### src/shared/tbde_params.svh
// Register map, descriptor field positions, reset values and timing counts
`ifndef TBDE_PARAMS_SVH
`define TBDE_PARAMS_SVH

// Register byte offsets on the control bus
`define TBDE_OFS_CTRL      32'h0000_0000
`define TBDE_OFS_DESCRIPTOR_TABLE_BASE     32'h0000_0004
`define TBDE_OFS_STATUS    32'h0000_0008
`define TBDE_OFS_CURPTR    32'h0000_000C
`define TBDE_OFS_EVCNT     32'h0000_0010

// Control register fields
`define TBDE_CTRL_ENABLE   0
`define TBDE_CTRL_HDLC     1
`define TBDE_CTRL_IDLE     2
`define TBDE_CTRL_REVBITS  3

// Status register fields
`define TBDE_STAT_ERR      16

// Reset values
`define TBDE_CTRL_RST      4'h2
`define TBDE_DESCRIPTOR_TABLE_BASE_RST     32'h0000_0000

// Descriptor word 0 field positions (normal numbering)
`define TBDE_BD_READY      0
`define TBDE_BD_WRAP       2
`define TBDE_BD_IRQ        3
`define TBDE_BD_LAST       4
`define TBDE_BD_CRCSEL     5
`define TBDE_BD_CONT       6
`define TBDE_BD_USER       8
`define TBDE_BD_PAD_LO     12
`define TBDE_BD_LEN_LO     16

// Characters and sizes
`define TBDE_FLAG_CHAR     8'h7E
`define TBDE_IDLE_ONES     8'hFF
`define TBDE_BD_BYTES      32'h0000_0008
`define TBDE_PTR_WORD      32'h0000_0004

// Cycles between two looks at a descriptor that is not ready
`define TBDE_POLL_CYCLES   8'h10

`endif

### src/shared/tbde_pkg.sv
// Types shared by the transmit descriptor engine
package tbde_pkg;
	// One-hot engine states
	typedef enum logic [10:0] {
		TBDE_IDLE  = 11'b000_0000_0001,
		TBDE_DESC0 = 11'b000_0000_0010,
		TBDE_DESC1 = 11'b000_0000_0100,
		TBDE_DATA  = 11'b000_0000_1000,
		TBDE_PUSH  = 11'b000_0001_0000,
		TBDE_CRCLO = 11'b000_0010_0000,
		TBDE_CRCHI = 11'b000_0100_0000,
		TBDE_FLAG  = 11'b000_1000_0000,
		TBDE_PAD   = 11'b001_0000_0000,
		TBDE_CLOSE = 11'b010_0000_0000,
		TBDE_EVENT = 11'b100_0000_0000
	} tbde_state_t;
endpackage : tbde_pkg

### src/rtl/tbde_engine.sv
// Transmit buffer descriptor engine with its control registers
//
// How it works
// - After a buffer is sent or fails, clear its ready bit.
// - A descriptor with ready clear is not sent.
// - After the wrap descriptor, continue at the table base.
// - Interrupt-request bit set produces the done event; clear produces none.
// - Last bit marks the final buffer of the frame.
// - CRC-select counts only on a last buffer in HDLC mode.
// - At frame end send CRC then flag, or the flag alone.
// - Continuous bit keeps ready set after an error-free send so the buffer is resent.
// - The user bit is never written by the engine.
// - Pad count gives pad characters after the flag, 0x7E or 0xFF.
// - Done event only after all pads are pushed.
// - Pad count zero gives the event right after the closing flag.
// - Event follows the closing flag and its trailing pad characters.
// - Byte count sets how many bytes go; never written back.
// - A variant numbers descriptor bits in reverse order.
//
// Local design decisions: the AXI4-Lite register port and the register offsets.
`timescale 1ns/1ps
`include "tbde_params.svh"
module tbde_engine #(
	parameter int ADDR_W = 32 // Width of memory addresses
) (
	input  wire logic              clk_sys,   // System clock
	input  wire logic              rst,       // Synchronous reset, active high
	input  wire logic [31:0]       s_awaddr,  // Write address
	input  wire logic              s_awvalid, // Write address valid
	output logic                   s_awready, // Write address taken
	input  wire logic [31:0]       s_wdata,   // Write data
	input  wire logic [3:0]        s_wstrb,   // Write byte strobes
	input  wire logic              s_wvalid,  // Write data valid
	output logic                   s_wready,  // Write data taken
	output logic [1:0]             s_bresp,   // Write response
	output logic                   s_bvalid,  // Write response valid
	input  wire logic              s_bready,  // Write response taken
	input  wire logic [31:0]       s_araddr,  // Read address
	input  wire logic              s_arvalid, // Read address valid
	output logic                   s_arready, // Read address taken
	output logic [31:0]            s_rdata,   // Read data
	output logic [1:0]             s_rresp,   // Read response
	output logic                   s_rvalid,  // Read data valid
	input  wire logic              s_rready,  // Read data taken
	output logic                   memReq,    // Memory access pending
	output logic                   memWrite,  // Access is a write
	output logic [ADDR_W-1:0]      memAddr,   // Word-aligned address
	output logic [31:0]            memWdata,  // Write data
	output logic [3:0]             memBe,     // Write byte enables
	input  wire logic              memAck,    // Access done
	input  wire logic [31:0]       memRdata,  // Read data, valid with ack
	input  wire logic              memErr,    // Access failed, with ack
	output logic                   txValid,   // Byte offered to transmit FIFO
	output logic [7:0]             txByte,    // Byte to transmit
	input  wire logic              txReady,   // FIFO takes the byte
	output logic                   evtValid,  // Transmit-done event, one cycle
	output logic [ADDR_W-1:0]      evtAddr    // Descriptor that caused it
);
	import tbde_pkg::*;

	tbde_state_t       state;
	tbde_state_t       next_state;
	logic [3:0]        ctrl;
	logic [31:0]       descriptor_table_base;
	logic [31:0]       curPtr;
	logic [31:0]       bufPtr;
	logic [31:0]       desc0Raw;
	logic [15:0]       bytesLeft;
	logic [3:0]        padLeft;
	logic [7:0]        pollCnt;
	logic [31:0]       evCount;
	logic              errFlag;
	logic              errBuf;
	logic              wrapFlag;
	logic              irqFlag;
	logic              lastFlag;
	logic              crcSel;
	logic              contFlag;
	logic [15:0]       fcs;

	// Byte lane of a little-endian word
	function automatic logic [7:0] laneByte(input logic [31:0] w, input logic [1:0] lane);
		laneByte = w[8 * lane +: 8];
	endfunction : laneByte

	// Control fields and decoded descriptor word
	wire        enable    = ctrl[`TBDE_CTRL_ENABLE];
	wire        hdlcMode  = ctrl[`TBDE_CTRL_HDLC];
	wire        revBits   = ctrl[`TBDE_CTRL_REVBITS];
	wire [7:0]  padChar   = ctrl[`TBDE_CTRL_IDLE] ? `TBDE_IDLE_ONES : `TBDE_FLAG_CHAR;
	wire [31:0] d0        = revBits ? {<<{memRdata}} : memRdata;
	wire        d0Ready   = d0[`TBDE_BD_READY];
	wire [31:0] readyMask = revBits ? 32'h8000_0000 : 32'h0000_0001;
	wire [3:0]  readyBe   = revBits ? 4'h8 : 4'h1;
	wire        txTaken   = txValid && txReady;
	wire        lastByte  = bytesLeft == 16'h0001;
	// Frame end only on a last buffer in HDLC mode; CRC-select ignored elsewhere
	wire        frameEnd  = hdlcMode && lastFlag;
	wire        wantCrc   = frameEnd && crcSel;

	// AXI4-Lite decode
	wire        wrGo   = s_awvalid && s_wvalid && !s_awready && !s_bvalid;
	wire        rdGo   = s_arvalid && !s_arready && !s_rvalid;
	wire        wrCtrl = wrGo && s_awaddr[7:0] == `TBDE_OFS_CTRL;
	wire        wrBase = wrGo && s_awaddr[7:0] == `TBDE_OFS_DESCRIPTOR_TABLE_BASE;
	wire        wrStat = wrGo && s_awaddr[7:0] == `TBDE_OFS_STATUS;
	wire        wrHit  = wrCtrl || wrBase || wrStat;
	wire        rdHit  = s_araddr[7:0] == `TBDE_OFS_CTRL || s_araddr[7:0] == `TBDE_OFS_DESCRIPTOR_TABLE_BASE
		|| s_araddr[7:0] == `TBDE_OFS_STATUS || s_araddr[7:0] == `TBDE_OFS_CURPTR
		|| s_araddr[7:0] == `TBDE_OFS_EVCNT;
	wire [31:0] rdMux  = (s_araddr[7:0] == `TBDE_OFS_CTRL)   ? {28'h0, ctrl} :
	               (s_araddr[7:0] == `TBDE_OFS_DESCRIPTOR_TABLE_BASE)  ? descriptor_table_base :
	               (s_araddr[7:0] == `TBDE_OFS_STATUS) ? {15'h0, errFlag, 5'h0, state} :
	               (s_araddr[7:0] == `TBDE_OFS_CURPTR) ? curPtr :
	               (s_araddr[7:0] == `TBDE_OFS_EVCNT)  ? evCount : 32'h0;

	// Register writes; a new error wins over a same-cycle clear
	always_ff @(posedge clk_sys) begin
		if (rst) begin
			ctrl    <= `TBDE_CTRL_RST;
			descriptor_table_base   <= `TBDE_DESCRIPTOR_TABLE_BASE_RST;
			errFlag <= 1'b0;
		end else begin
			if (wrCtrl && s_wstrb[0]) ctrl <= s_wdata[3:0];
			if (wrBase) descriptor_table_base <= {s_wdata[31:3], 3'h0};
			if (memAck && memErr) errFlag <= 1'b1;
			else if (wrStat && s_wstrb[2] && s_wdata[`TBDE_STAT_ERR]) errFlag <= 1'b0;
		end
	end

	// Write channel handshake and response
	always_ff @(posedge clk_sys) begin
		if (rst) begin
			s_awready <= 1'b0;
			s_wready  <= 1'b0;
			s_bvalid  <= 1'b0;
			s_bresp   <= 2'h0;
		end else begin
			s_awready <= wrGo;
			s_wready  <= wrGo;
			if (wrGo) begin
				s_bvalid <= 1'b1;
				s_bresp  <= wrHit ? 2'h0 : 2'h2;
			end else if (s_bready) begin
				s_bvalid <= 1'b0;
			end
		end
	end

	// Read channel handshake and data
	always_ff @(posedge clk_sys) begin
		if (rst) begin
			s_arready <= 1'b0;
			s_rvalid  <= 1'b0;
			s_rdata   <= 32'h0;
			s_rresp   <= 2'h0;
		end else begin
			s_arready <= rdGo;
			if (rdGo) begin
				s_rvalid <= 1'b1;
				s_rdata  <= rdMux;
				s_rresp  <= rdHit ? 2'h0 : 2'h2;
			end else if (s_rready) begin
				s_rvalid <= 1'b0;
			end
		end
	end

	// Next state of the descriptor walk
	always_comb begin
		next_state = state;
		case (state)
			TBDE_IDLE: begin
				if (enable && pollCnt == 8'h00) next_state = TBDE_DESC0;
			end
			TBDE_DESC0: begin
				if (memAck) begin
					if (memErr || !d0Ready) next_state = TBDE_IDLE;
					else next_state = TBDE_DESC1;
				end
			end
			TBDE_DESC1: begin
				if (memAck) next_state = memErr ? TBDE_CLOSE : TBDE_DATA;
			end
			TBDE_DATA: begin
				if (memAck) next_state = memErr ? TBDE_CLOSE : TBDE_PUSH;
			end
			TBDE_PUSH: begin
				if (txTaken && !lastByte) next_state = TBDE_DATA;
				else if (txTaken) next_state = wantCrc ? TBDE_CRCLO :
					(frameEnd ? TBDE_FLAG : TBDE_CLOSE);
			end
			TBDE_CRCLO: begin
				if (txTaken) next_state = TBDE_CRCHI;
			end
			TBDE_CRCHI: begin
				if (txTaken) next_state = TBDE_FLAG;
			end
			TBDE_FLAG: begin
				if (txTaken) next_state = (padLeft == 4'h0) ? TBDE_CLOSE : TBDE_PAD;
			end
			TBDE_PAD: begin
				if (txTaken && padLeft == 4'h1) next_state = TBDE_CLOSE;
			end
			TBDE_CLOSE: begin
				if (memAck || !memReq) next_state = TBDE_EVENT;
			end
			TBDE_EVENT: begin
				next_state = TBDE_IDLE;
			end
			default: begin
				next_state = TBDE_IDLE;
			end
		endcase
	end

	// Walk state, descriptor fields and pointers
	always_ff @(posedge clk_sys) begin
		if (rst) begin
			state     <= TBDE_IDLE;
			curPtr    <= 32'h0;
			bufPtr    <= 32'h0;
			desc0Raw  <= 32'h0;
			bytesLeft <= 16'h0;
			padLeft   <= 4'h0;
			pollCnt   <= 8'h00;
			errBuf    <= 1'b0;
			{wrapFlag, irqFlag, lastFlag, crcSel, contFlag} <= 5'h0;
		end else begin
			state <= next_state;
			if (!enable) curPtr <= descriptor_table_base;
			if (state == TBDE_IDLE && pollCnt != 8'h00) pollCnt <= pollCnt - 8'h01;
			if (state == TBDE_DESC0 && memAck) begin
				desc0Raw  <= memRdata;
				errBuf    <= 1'b0;
				pollCnt   <= `TBDE_POLL_CYCLES;
				wrapFlag  <= d0[`TBDE_BD_WRAP];
				irqFlag   <= d0[`TBDE_BD_IRQ];
				lastFlag  <= d0[`TBDE_BD_LAST];
				crcSel    <= d0[`TBDE_BD_CRCSEL];
				contFlag  <= d0[`TBDE_BD_CONT];
				padLeft   <= d0[`TBDE_BD_PAD_LO +: 4];
				bytesLeft <= d0[`TBDE_BD_LEN_LO +: 16];
			end
			if (state == TBDE_DESC1 && memAck) bufPtr <= memRdata;
			if ((state == TBDE_DESC1 || state == TBDE_DATA) && memAck && memErr) errBuf <= 1'b1;
			if (state == TBDE_PUSH && txTaken) begin
				bufPtr    <= bufPtr + 32'h1;
				bytesLeft <= bytesLeft - 16'h1;
			end
			if (state == TBDE_PAD && txTaken) padLeft <= padLeft - 4'h1;
			if (state == TBDE_EVENT) begin
				curPtr <= wrapFlag ? descriptor_table_base : curPtr + `TBDE_BD_BYTES;
				pollCnt <= 8'h00;
			end
		end
	end

	// Next access, raised at the edge that enters the state waiting for it
	wire        reqDesc0 = state == TBDE_IDLE && next_state == TBDE_DESC0;
	wire        reqDesc1 = state == TBDE_DESC0 && next_state == TBDE_DESC1;
	wire        reqData  = next_state == TBDE_DATA && state != TBDE_DATA;
	wire        reqClose = next_state == TBDE_CLOSE && state != TBDE_CLOSE
		&& (!contFlag || errBuf || memErr);
	wire [31:0] word1Ptr = curPtr + `TBDE_PTR_WORD;
	wire [31:0] nextPtr  = (state == TBDE_DESC1) ? memRdata : bufPtr + 32'h1;
	wire [31:0] readAddr = reqDesc0 ? curPtr : reqDesc1 ? word1Ptr : {nextPtr[31:2], 2'h0};

	// Memory requests: held until acknowledged; a new one has priority over the release
	always_ff @(posedge clk_sys) begin
		if (rst) begin
			memReq   <= 1'b0;
			memWrite <= 1'b0;
			memAddr  <= '0;
			memWdata <= 32'h0;
			memBe    <= 4'h0;
		end else if (reqDesc0 || reqDesc1 || reqData) begin
			memReq   <= 1'b1; // Any byte alignment: fetch its word
			memWrite <= 1'b0;
			memBe    <= 4'h0;
			memAddr  <= readAddr[ADDR_W-1:0];
		end else if (reqClose) begin
			memReq   <= 1'b1; // Only the byte holding ready is written
			memWrite <= 1'b1;
			memAddr  <= curPtr[ADDR_W-1:0];
			memWdata <= desc0Raw & ~readyMask;
			memBe    <= readyBe;
		end else if (memReq && memAck) begin
			memReq   <= 1'b0;
			memWrite <= 1'b0;
			memBe    <= 4'h0;
		end
	end

	// Bytes to the transmit FIFO
	always_ff @(posedge clk_sys) begin
		if (rst) begin
			txValid <= 1'b0;
			txByte  <= 8'h00;
		end else if (txTaken || !txValid) begin
			txValid <= 1'b0;
			if (state == TBDE_DATA && memAck && !memErr) begin
				txValid <= 1'b1;
				txByte  <= laneByte(memRdata, bufPtr[1:0]);
			end else if (state == TBDE_CRCLO && !txValid) begin
				txValid <= 1'b1; // One idle cycle folds the last data byte in first
				txByte  <= fcs[7:0];
			end else if (next_state == TBDE_CRCHI && txTaken) begin
				txValid <= 1'b1;
				txByte  <= fcs[15:8];
			end else if (next_state == TBDE_FLAG && (txTaken || state == TBDE_FLAG)) begin
				txValid <= state != TBDE_FLAG;
				txByte  <= `TBDE_FLAG_CHAR;
			end else if (next_state == TBDE_PAD && txTaken) begin
				txValid <= 1'b1;
				txByte  <= padChar;
			end
		end
	end

	// Check sequence over the data bytes of one frame
	tbde_crc16 u_crc (
		.clk_sys (clk_sys),
		.rst     (rst),
		.clear   (state == TBDE_EVENT && (lastFlag || errBuf)),
		.enable  (state == TBDE_PUSH && txTaken),
		.dataIn  (txByte),
		.fcs     (fcs)
	);

	// Done event and its counter
	always_ff @(posedge clk_sys) begin
		if (rst) begin
			evtValid <= 1'b0;
			evtAddr  <= '0;
			evCount  <= 32'h0;
		end else begin
			evtValid <= state == TBDE_EVENT && irqFlag;
			if (state == TBDE_EVENT && irqFlag) begin
				evtAddr <= curPtr[ADDR_W-1:0];
				evCount <= evCount + 32'h1;
			end
		end
	end
endmodule : tbde_engine

### src/rtl/tbde_crc16.sv
// Frame check sequence generator, one byte per enabled cycle
`timescale 1ns/1ps
module tbde_crc16 (
	input  wire logic        clk_sys, // System clock
	input  wire logic        rst,     // Synchronous reset, active high
	input  wire logic        clear,   // Preset for a new frame
	input  wire logic        enable,  // Fold in one byte
	input  wire logic [7:0]  dataIn,  // Byte sent on the line
	output logic      [15:0] fcs      // Complemented check value
);
	logic [15:0] crc;
	logic [15:0] next_crc;

	// Reflected polynomial 0x8408, LSB first as sent on the line
	always_comb begin
		next_crc = crc;
		for (int i = 0; i < 8; i++) begin
			if (next_crc[0] ^ dataIn[i]) begin
				next_crc = (next_crc >> 1) ^ 16'h8408;
			end else begin
				next_crc = next_crc >> 1;
			end
		end
	end

	// Running remainder
	always_ff @(posedge clk_sys) begin
		if (rst || clear) begin
			crc <= 16'hFFFF;
		end else if (enable) begin
			crc <= next_crc;
		end
	end

	assign fcs = ~crc;
endmodule : tbde_crc16

### config.mk
export PLATFORM = sky130hd
export DESIGN_NAME = tbde_engine
export DESIGN_NICKNAME = d
export VERILOG_FILES = /design/src/shared/tbde_pkg.sv /design/src/rtl/tbde_engine.sv /design/src/rtl/tbde_crc16.sv
export VERILOG_INCLUDE_DIRS = /design/src /design/src/shared
export SDC_FILE = /design/constraint.sdc
export NUM_CORES = 1
export LEC_CHECK = 0
export ABC_CLOCK_PERIOD_IN_PS = 3500
export CORE_MARGIN = 3
export CORE_UTILIZATION = 30
export CTS_CLUSTER_DIAMETER = 60
export DETAILED_ROUTE_END_ITERATION = 10
export DONT_BUFFER_PORTS = 1
export GPL_TIMING_DRIVEN = 1
export PLACE_DENSITY = 0.48
export SLEW_MARGIN = 20
export SYNTH_ARGS = -nofsm -noshare
export SYNTH_HDL_FRONTEND = slang
export SYNTH_SLANG_ARGS = --single-unit
### constraint.sdc
create_clock -name clk_sys -period 3.5 [get_ports clk_sys]
set_clock_uncertainty 0.1 [all_clocks]
set_input_delay 0.875 -clock clk_sys [delete_from_list [all_inputs] [get_ports clk_sys]]
set_output_delay 0.875 -clock clk_sys [all_outputs]
set_load 0.01 [all_outputs]
==> results_dict.tcl <==
set metrics [dict create \
    drtIter0Drc 1849 \
    syn_area_sq_um 18490 \
    hold_buffers 0 \
    critPathTopFamily "simple AND/OR/NAND/NOR gates" \
    ant_nets 0 \
    netlist_top_cells_area "dfxtp_1, nand2_1, a21oi_1" \
    grt_pass1_vias 16770 \
    ctsRootBufferMaster "clkbuf_16" \
    cts.path.max_buffers 3 \
    wirelength_microns 70910 \
    pwr-share-clk_pct 52.4 \
    fin_nets 2462 \
    switchingPower_w 0.002265 \
    start_kind "flip-flop" \
    use_met2_pct 32.76 \
    cts_made_buffers 45 \
    power.density_nw_per_um2 459.5 \
    grtUsageMet1_pct 28.13 \
    first_pass_iters 5 \
    postCtsSetupBuffers 0 \
    clk_latency_ns 0.61 \
    yosysWarnings 0 \
    dpl_cell_area_sq_um 19370 \
    cp-end-kind "flip-flop" \
    initial_core_util_pct 30.47 \
    intPower_w 0.007391 \
    synth_edf_count 0 \
    worst_slew_pin_slew_ns 1.097 \
    drc_errors 0 \
    synth_ff_type "dfxtp_1" \
    layout-drive-gt1-share_pct 8.951 \
    crit_required_ns 3.90 \
    place_congestion 0.8805 \
    grt_pass1_wl_microns 106400 \
    syn_to_final_growth_pct 13.61 \
    power_frac_comb_pct 3.6 \
    overflow 0 \
    clkSinkCount 364 \
    min_path_type "in2reg" \
    die_y_microns 254.3 \
    synth-async-reset-ratio_pct 0 \
    sw_frac_of_total_pct 23.45 \
    dpl_worst_slack_ns 0.2458 \
    synth_top_area_cell "dfxtp_1" \
    die_area_sq_um 64660 \
    grt_max_degree 291 \
    synth_most_common_cell "nand2_1" \
    grtUsageTotal_pct 21.14 \
    cts-resized-gates 0 \
    post-route-util_pct 34.62 \
    hpwl_microns 50880 \
    ir_drop_uv 287.2 \
    io_pins 295 \
    crit_buf_inv 1 \
    fin_tns_setup_ns 0 \
    antenna_found_initial 1 \
    drv_cap 0 \
    antennaDiodeCount 0 \
    critPathKind "reg2reg" \
    post-route-period-util_pct 96.10 \
    crit_arrival_ns 3.77 \
    ys_types 85 \
    seqPwrFrac_pct 44.0 \
    cp_slowest_stage_delay_ns 0.75 \
    core_area_sq_um 60700 \
    ys_seq_area_share_pct 39.40 \
    syn_avg_cell_area_sq_um 7.771 \
    setup_viol 0 \
    max_freq_mhz 297.3 \
    maxSlewViolCount 0 \
    port_buffers 0 \
    path_cells "or4b_2 > or4_2 > buf_12 > or4_1 > o32a_1 > a21oi_1" \
    status "finished, final reports clean" \
    rows 90 \
    cpMaxStageDelayCell "or4b_2" \
    path_max_fanout 66 \
    finalCriticalPeriod_ns 3.363 \
    use_met3_pct 6.873 \
    vias 17940 \
    wl_per_cell_microns 22.67 \
    via_per_inst 5.734 \
    power.leakage_nw 6.833 \
    synth-seq-cells 364 \
    finalHoldViolCount 0 \
    grt_setup_unrepaired "false" \
    top_usage_layer "met2" \
    synthCells 2380 \
    dieWidth_microns 254.3 \
    design_area_sq_um 21010 \
    yosysTopAreaCellShare_pct 39.40 \
    layout_setup_ws_ns 0.1367 \
    max_slew_margin_pct 25.94 \
    yosys-top-cells-count "nand2_1, dfxtp_1, a21oi_1" \
    clk_pin_slew_ns 0.06 \
    h-tree-depth 2 \
    cts_tree "yes" \
]
==> metal layers <==
| layer | routed length (microns) | share of wire, % | vias to the layer above |
|---|---|---|---|
| met3 | 6806 | 9.6 | 121 |
| li1 | - | - | 8500 |
| met2 | 31710 | 45 | 633 |
| met4 | 1894 | 2.7 | 0 |
| met1 | 30500 | 43 | 8683 |
| met5 | 0 | 0 | - |
==> cells by family after synthesis <==
kind of cell	Yosys count	synth area share, %
AO/OA/AOI/OAI	682	22.70
XOR/XNOR	58	2.747
adder cells (fa/ha/maj)	10	0.6765
buffers and inverters	241	5.277
flip-flops	364	39.40
multiplexers	56	3.674
other	1	0.02028
AND/OR/NAND/NOR	968	25.51
==> worst register-to-register path: stages, from the launching register on <==
cell     delay, ns
dfxtp_1       0.35
or4b_2        0.75
or4_2         0.73
buf_12        0.25
or4_1         0.65
o32a_1        0.31
a21oi_1       0.14
==> power by group through the flow <==
stage / clock [W] / combinational [W] / sequential, W
2_1_floorplan: 0 / 0.000333 / 0.00433
3_3_place_gp: 0 / 0.000330 / 0.00434
3_5_place_dp: 0 / 0.000341 / 0.00434
4_1_cts: 0.00518 / 0.000345 / 0.00425
5_1_grt: 0.00537 / 0.000388 / 0.00425
6_report: 0.00506 / 0.000346 / 0.00425
==> layout make-up <==
cell class	instances	area (sq um)
clock buffers	59	1269
clock inverters	24	370.4
fillers	6256	39680
inverters	38	142.6
multi-input cells	1781	10290
flip-flops and latches	364	7288
well taps	782	978.4
repair buffers	80	675.6
==> through the flow <==
stage               instances  hold WS, ns  power [W]
finish                   3128       0.2932   0.009656
global route             3128       0.2680    0.01001
CTS                      3128       0.2595   0.009778
detailed placement       3045       0.3419   0.004679
global placement         3045       0.3403   0.004666
floorplan                2386       0.3321   0.004659
==> registers in the layout, indices dropped and copies added, names as in the netlist, 2 cells and up <==
register and flops:
curPtr 29, descriptor_table_base 29, memWdata 32, ctrl 4, bufPtr 32, evCount 32, padLeft 4, pollCnt 8
desc0Raw 32, memAddr 31, state 11, s_rdata 32, memBe 2, evtAddr 29, u_crc.crc 16, bytesLeft 16
txByte 8
==> worst paths after layout <==
path	from	cells after the start	endpoint	slack (ns)
worst min register to register	desc0Raw[6]	2	memWdata[6]	0.35
worst max register to register	state[6]	6	bytesLeft[9]	0.14
worst min-delay path	s_wdata[11]	2	descriptor_table_base[11]	0.29
worst max-delay path	state[6]	6	bytesLeft[9]	0.14
==> cell usage in the layout (no fill, tap or decap), types with 10 or more instances in the layout <==
master / instances
and3_1: 20
a31oi_1: 35
nand4_1: 43
and4_1: 17
a211oi_1: 29
inv_1: 38
nor3_1: 49
or4_1: 21
o211ai_1: 25
a222oi_1: 22
buf_4: 74
ha_1: 10
nor2b_1: 13
dfxtp_1: 363
a21oi_1: 297
a22oi_1: 21
nor2_1: 177
a221oi_1: 16
nand2_1: 409
xnor2_1: 38
clkbuf_16: 45
o31ai_1: 31
nor4_1: 40
nand3_1: 62
mux2i_1: 42
o21ai_0: 117
or3_1: 36
nand2b_1: 15
xor2_1: 20
and2_1: 12
No activity file was read; power rests on OpenSTA's default activity.
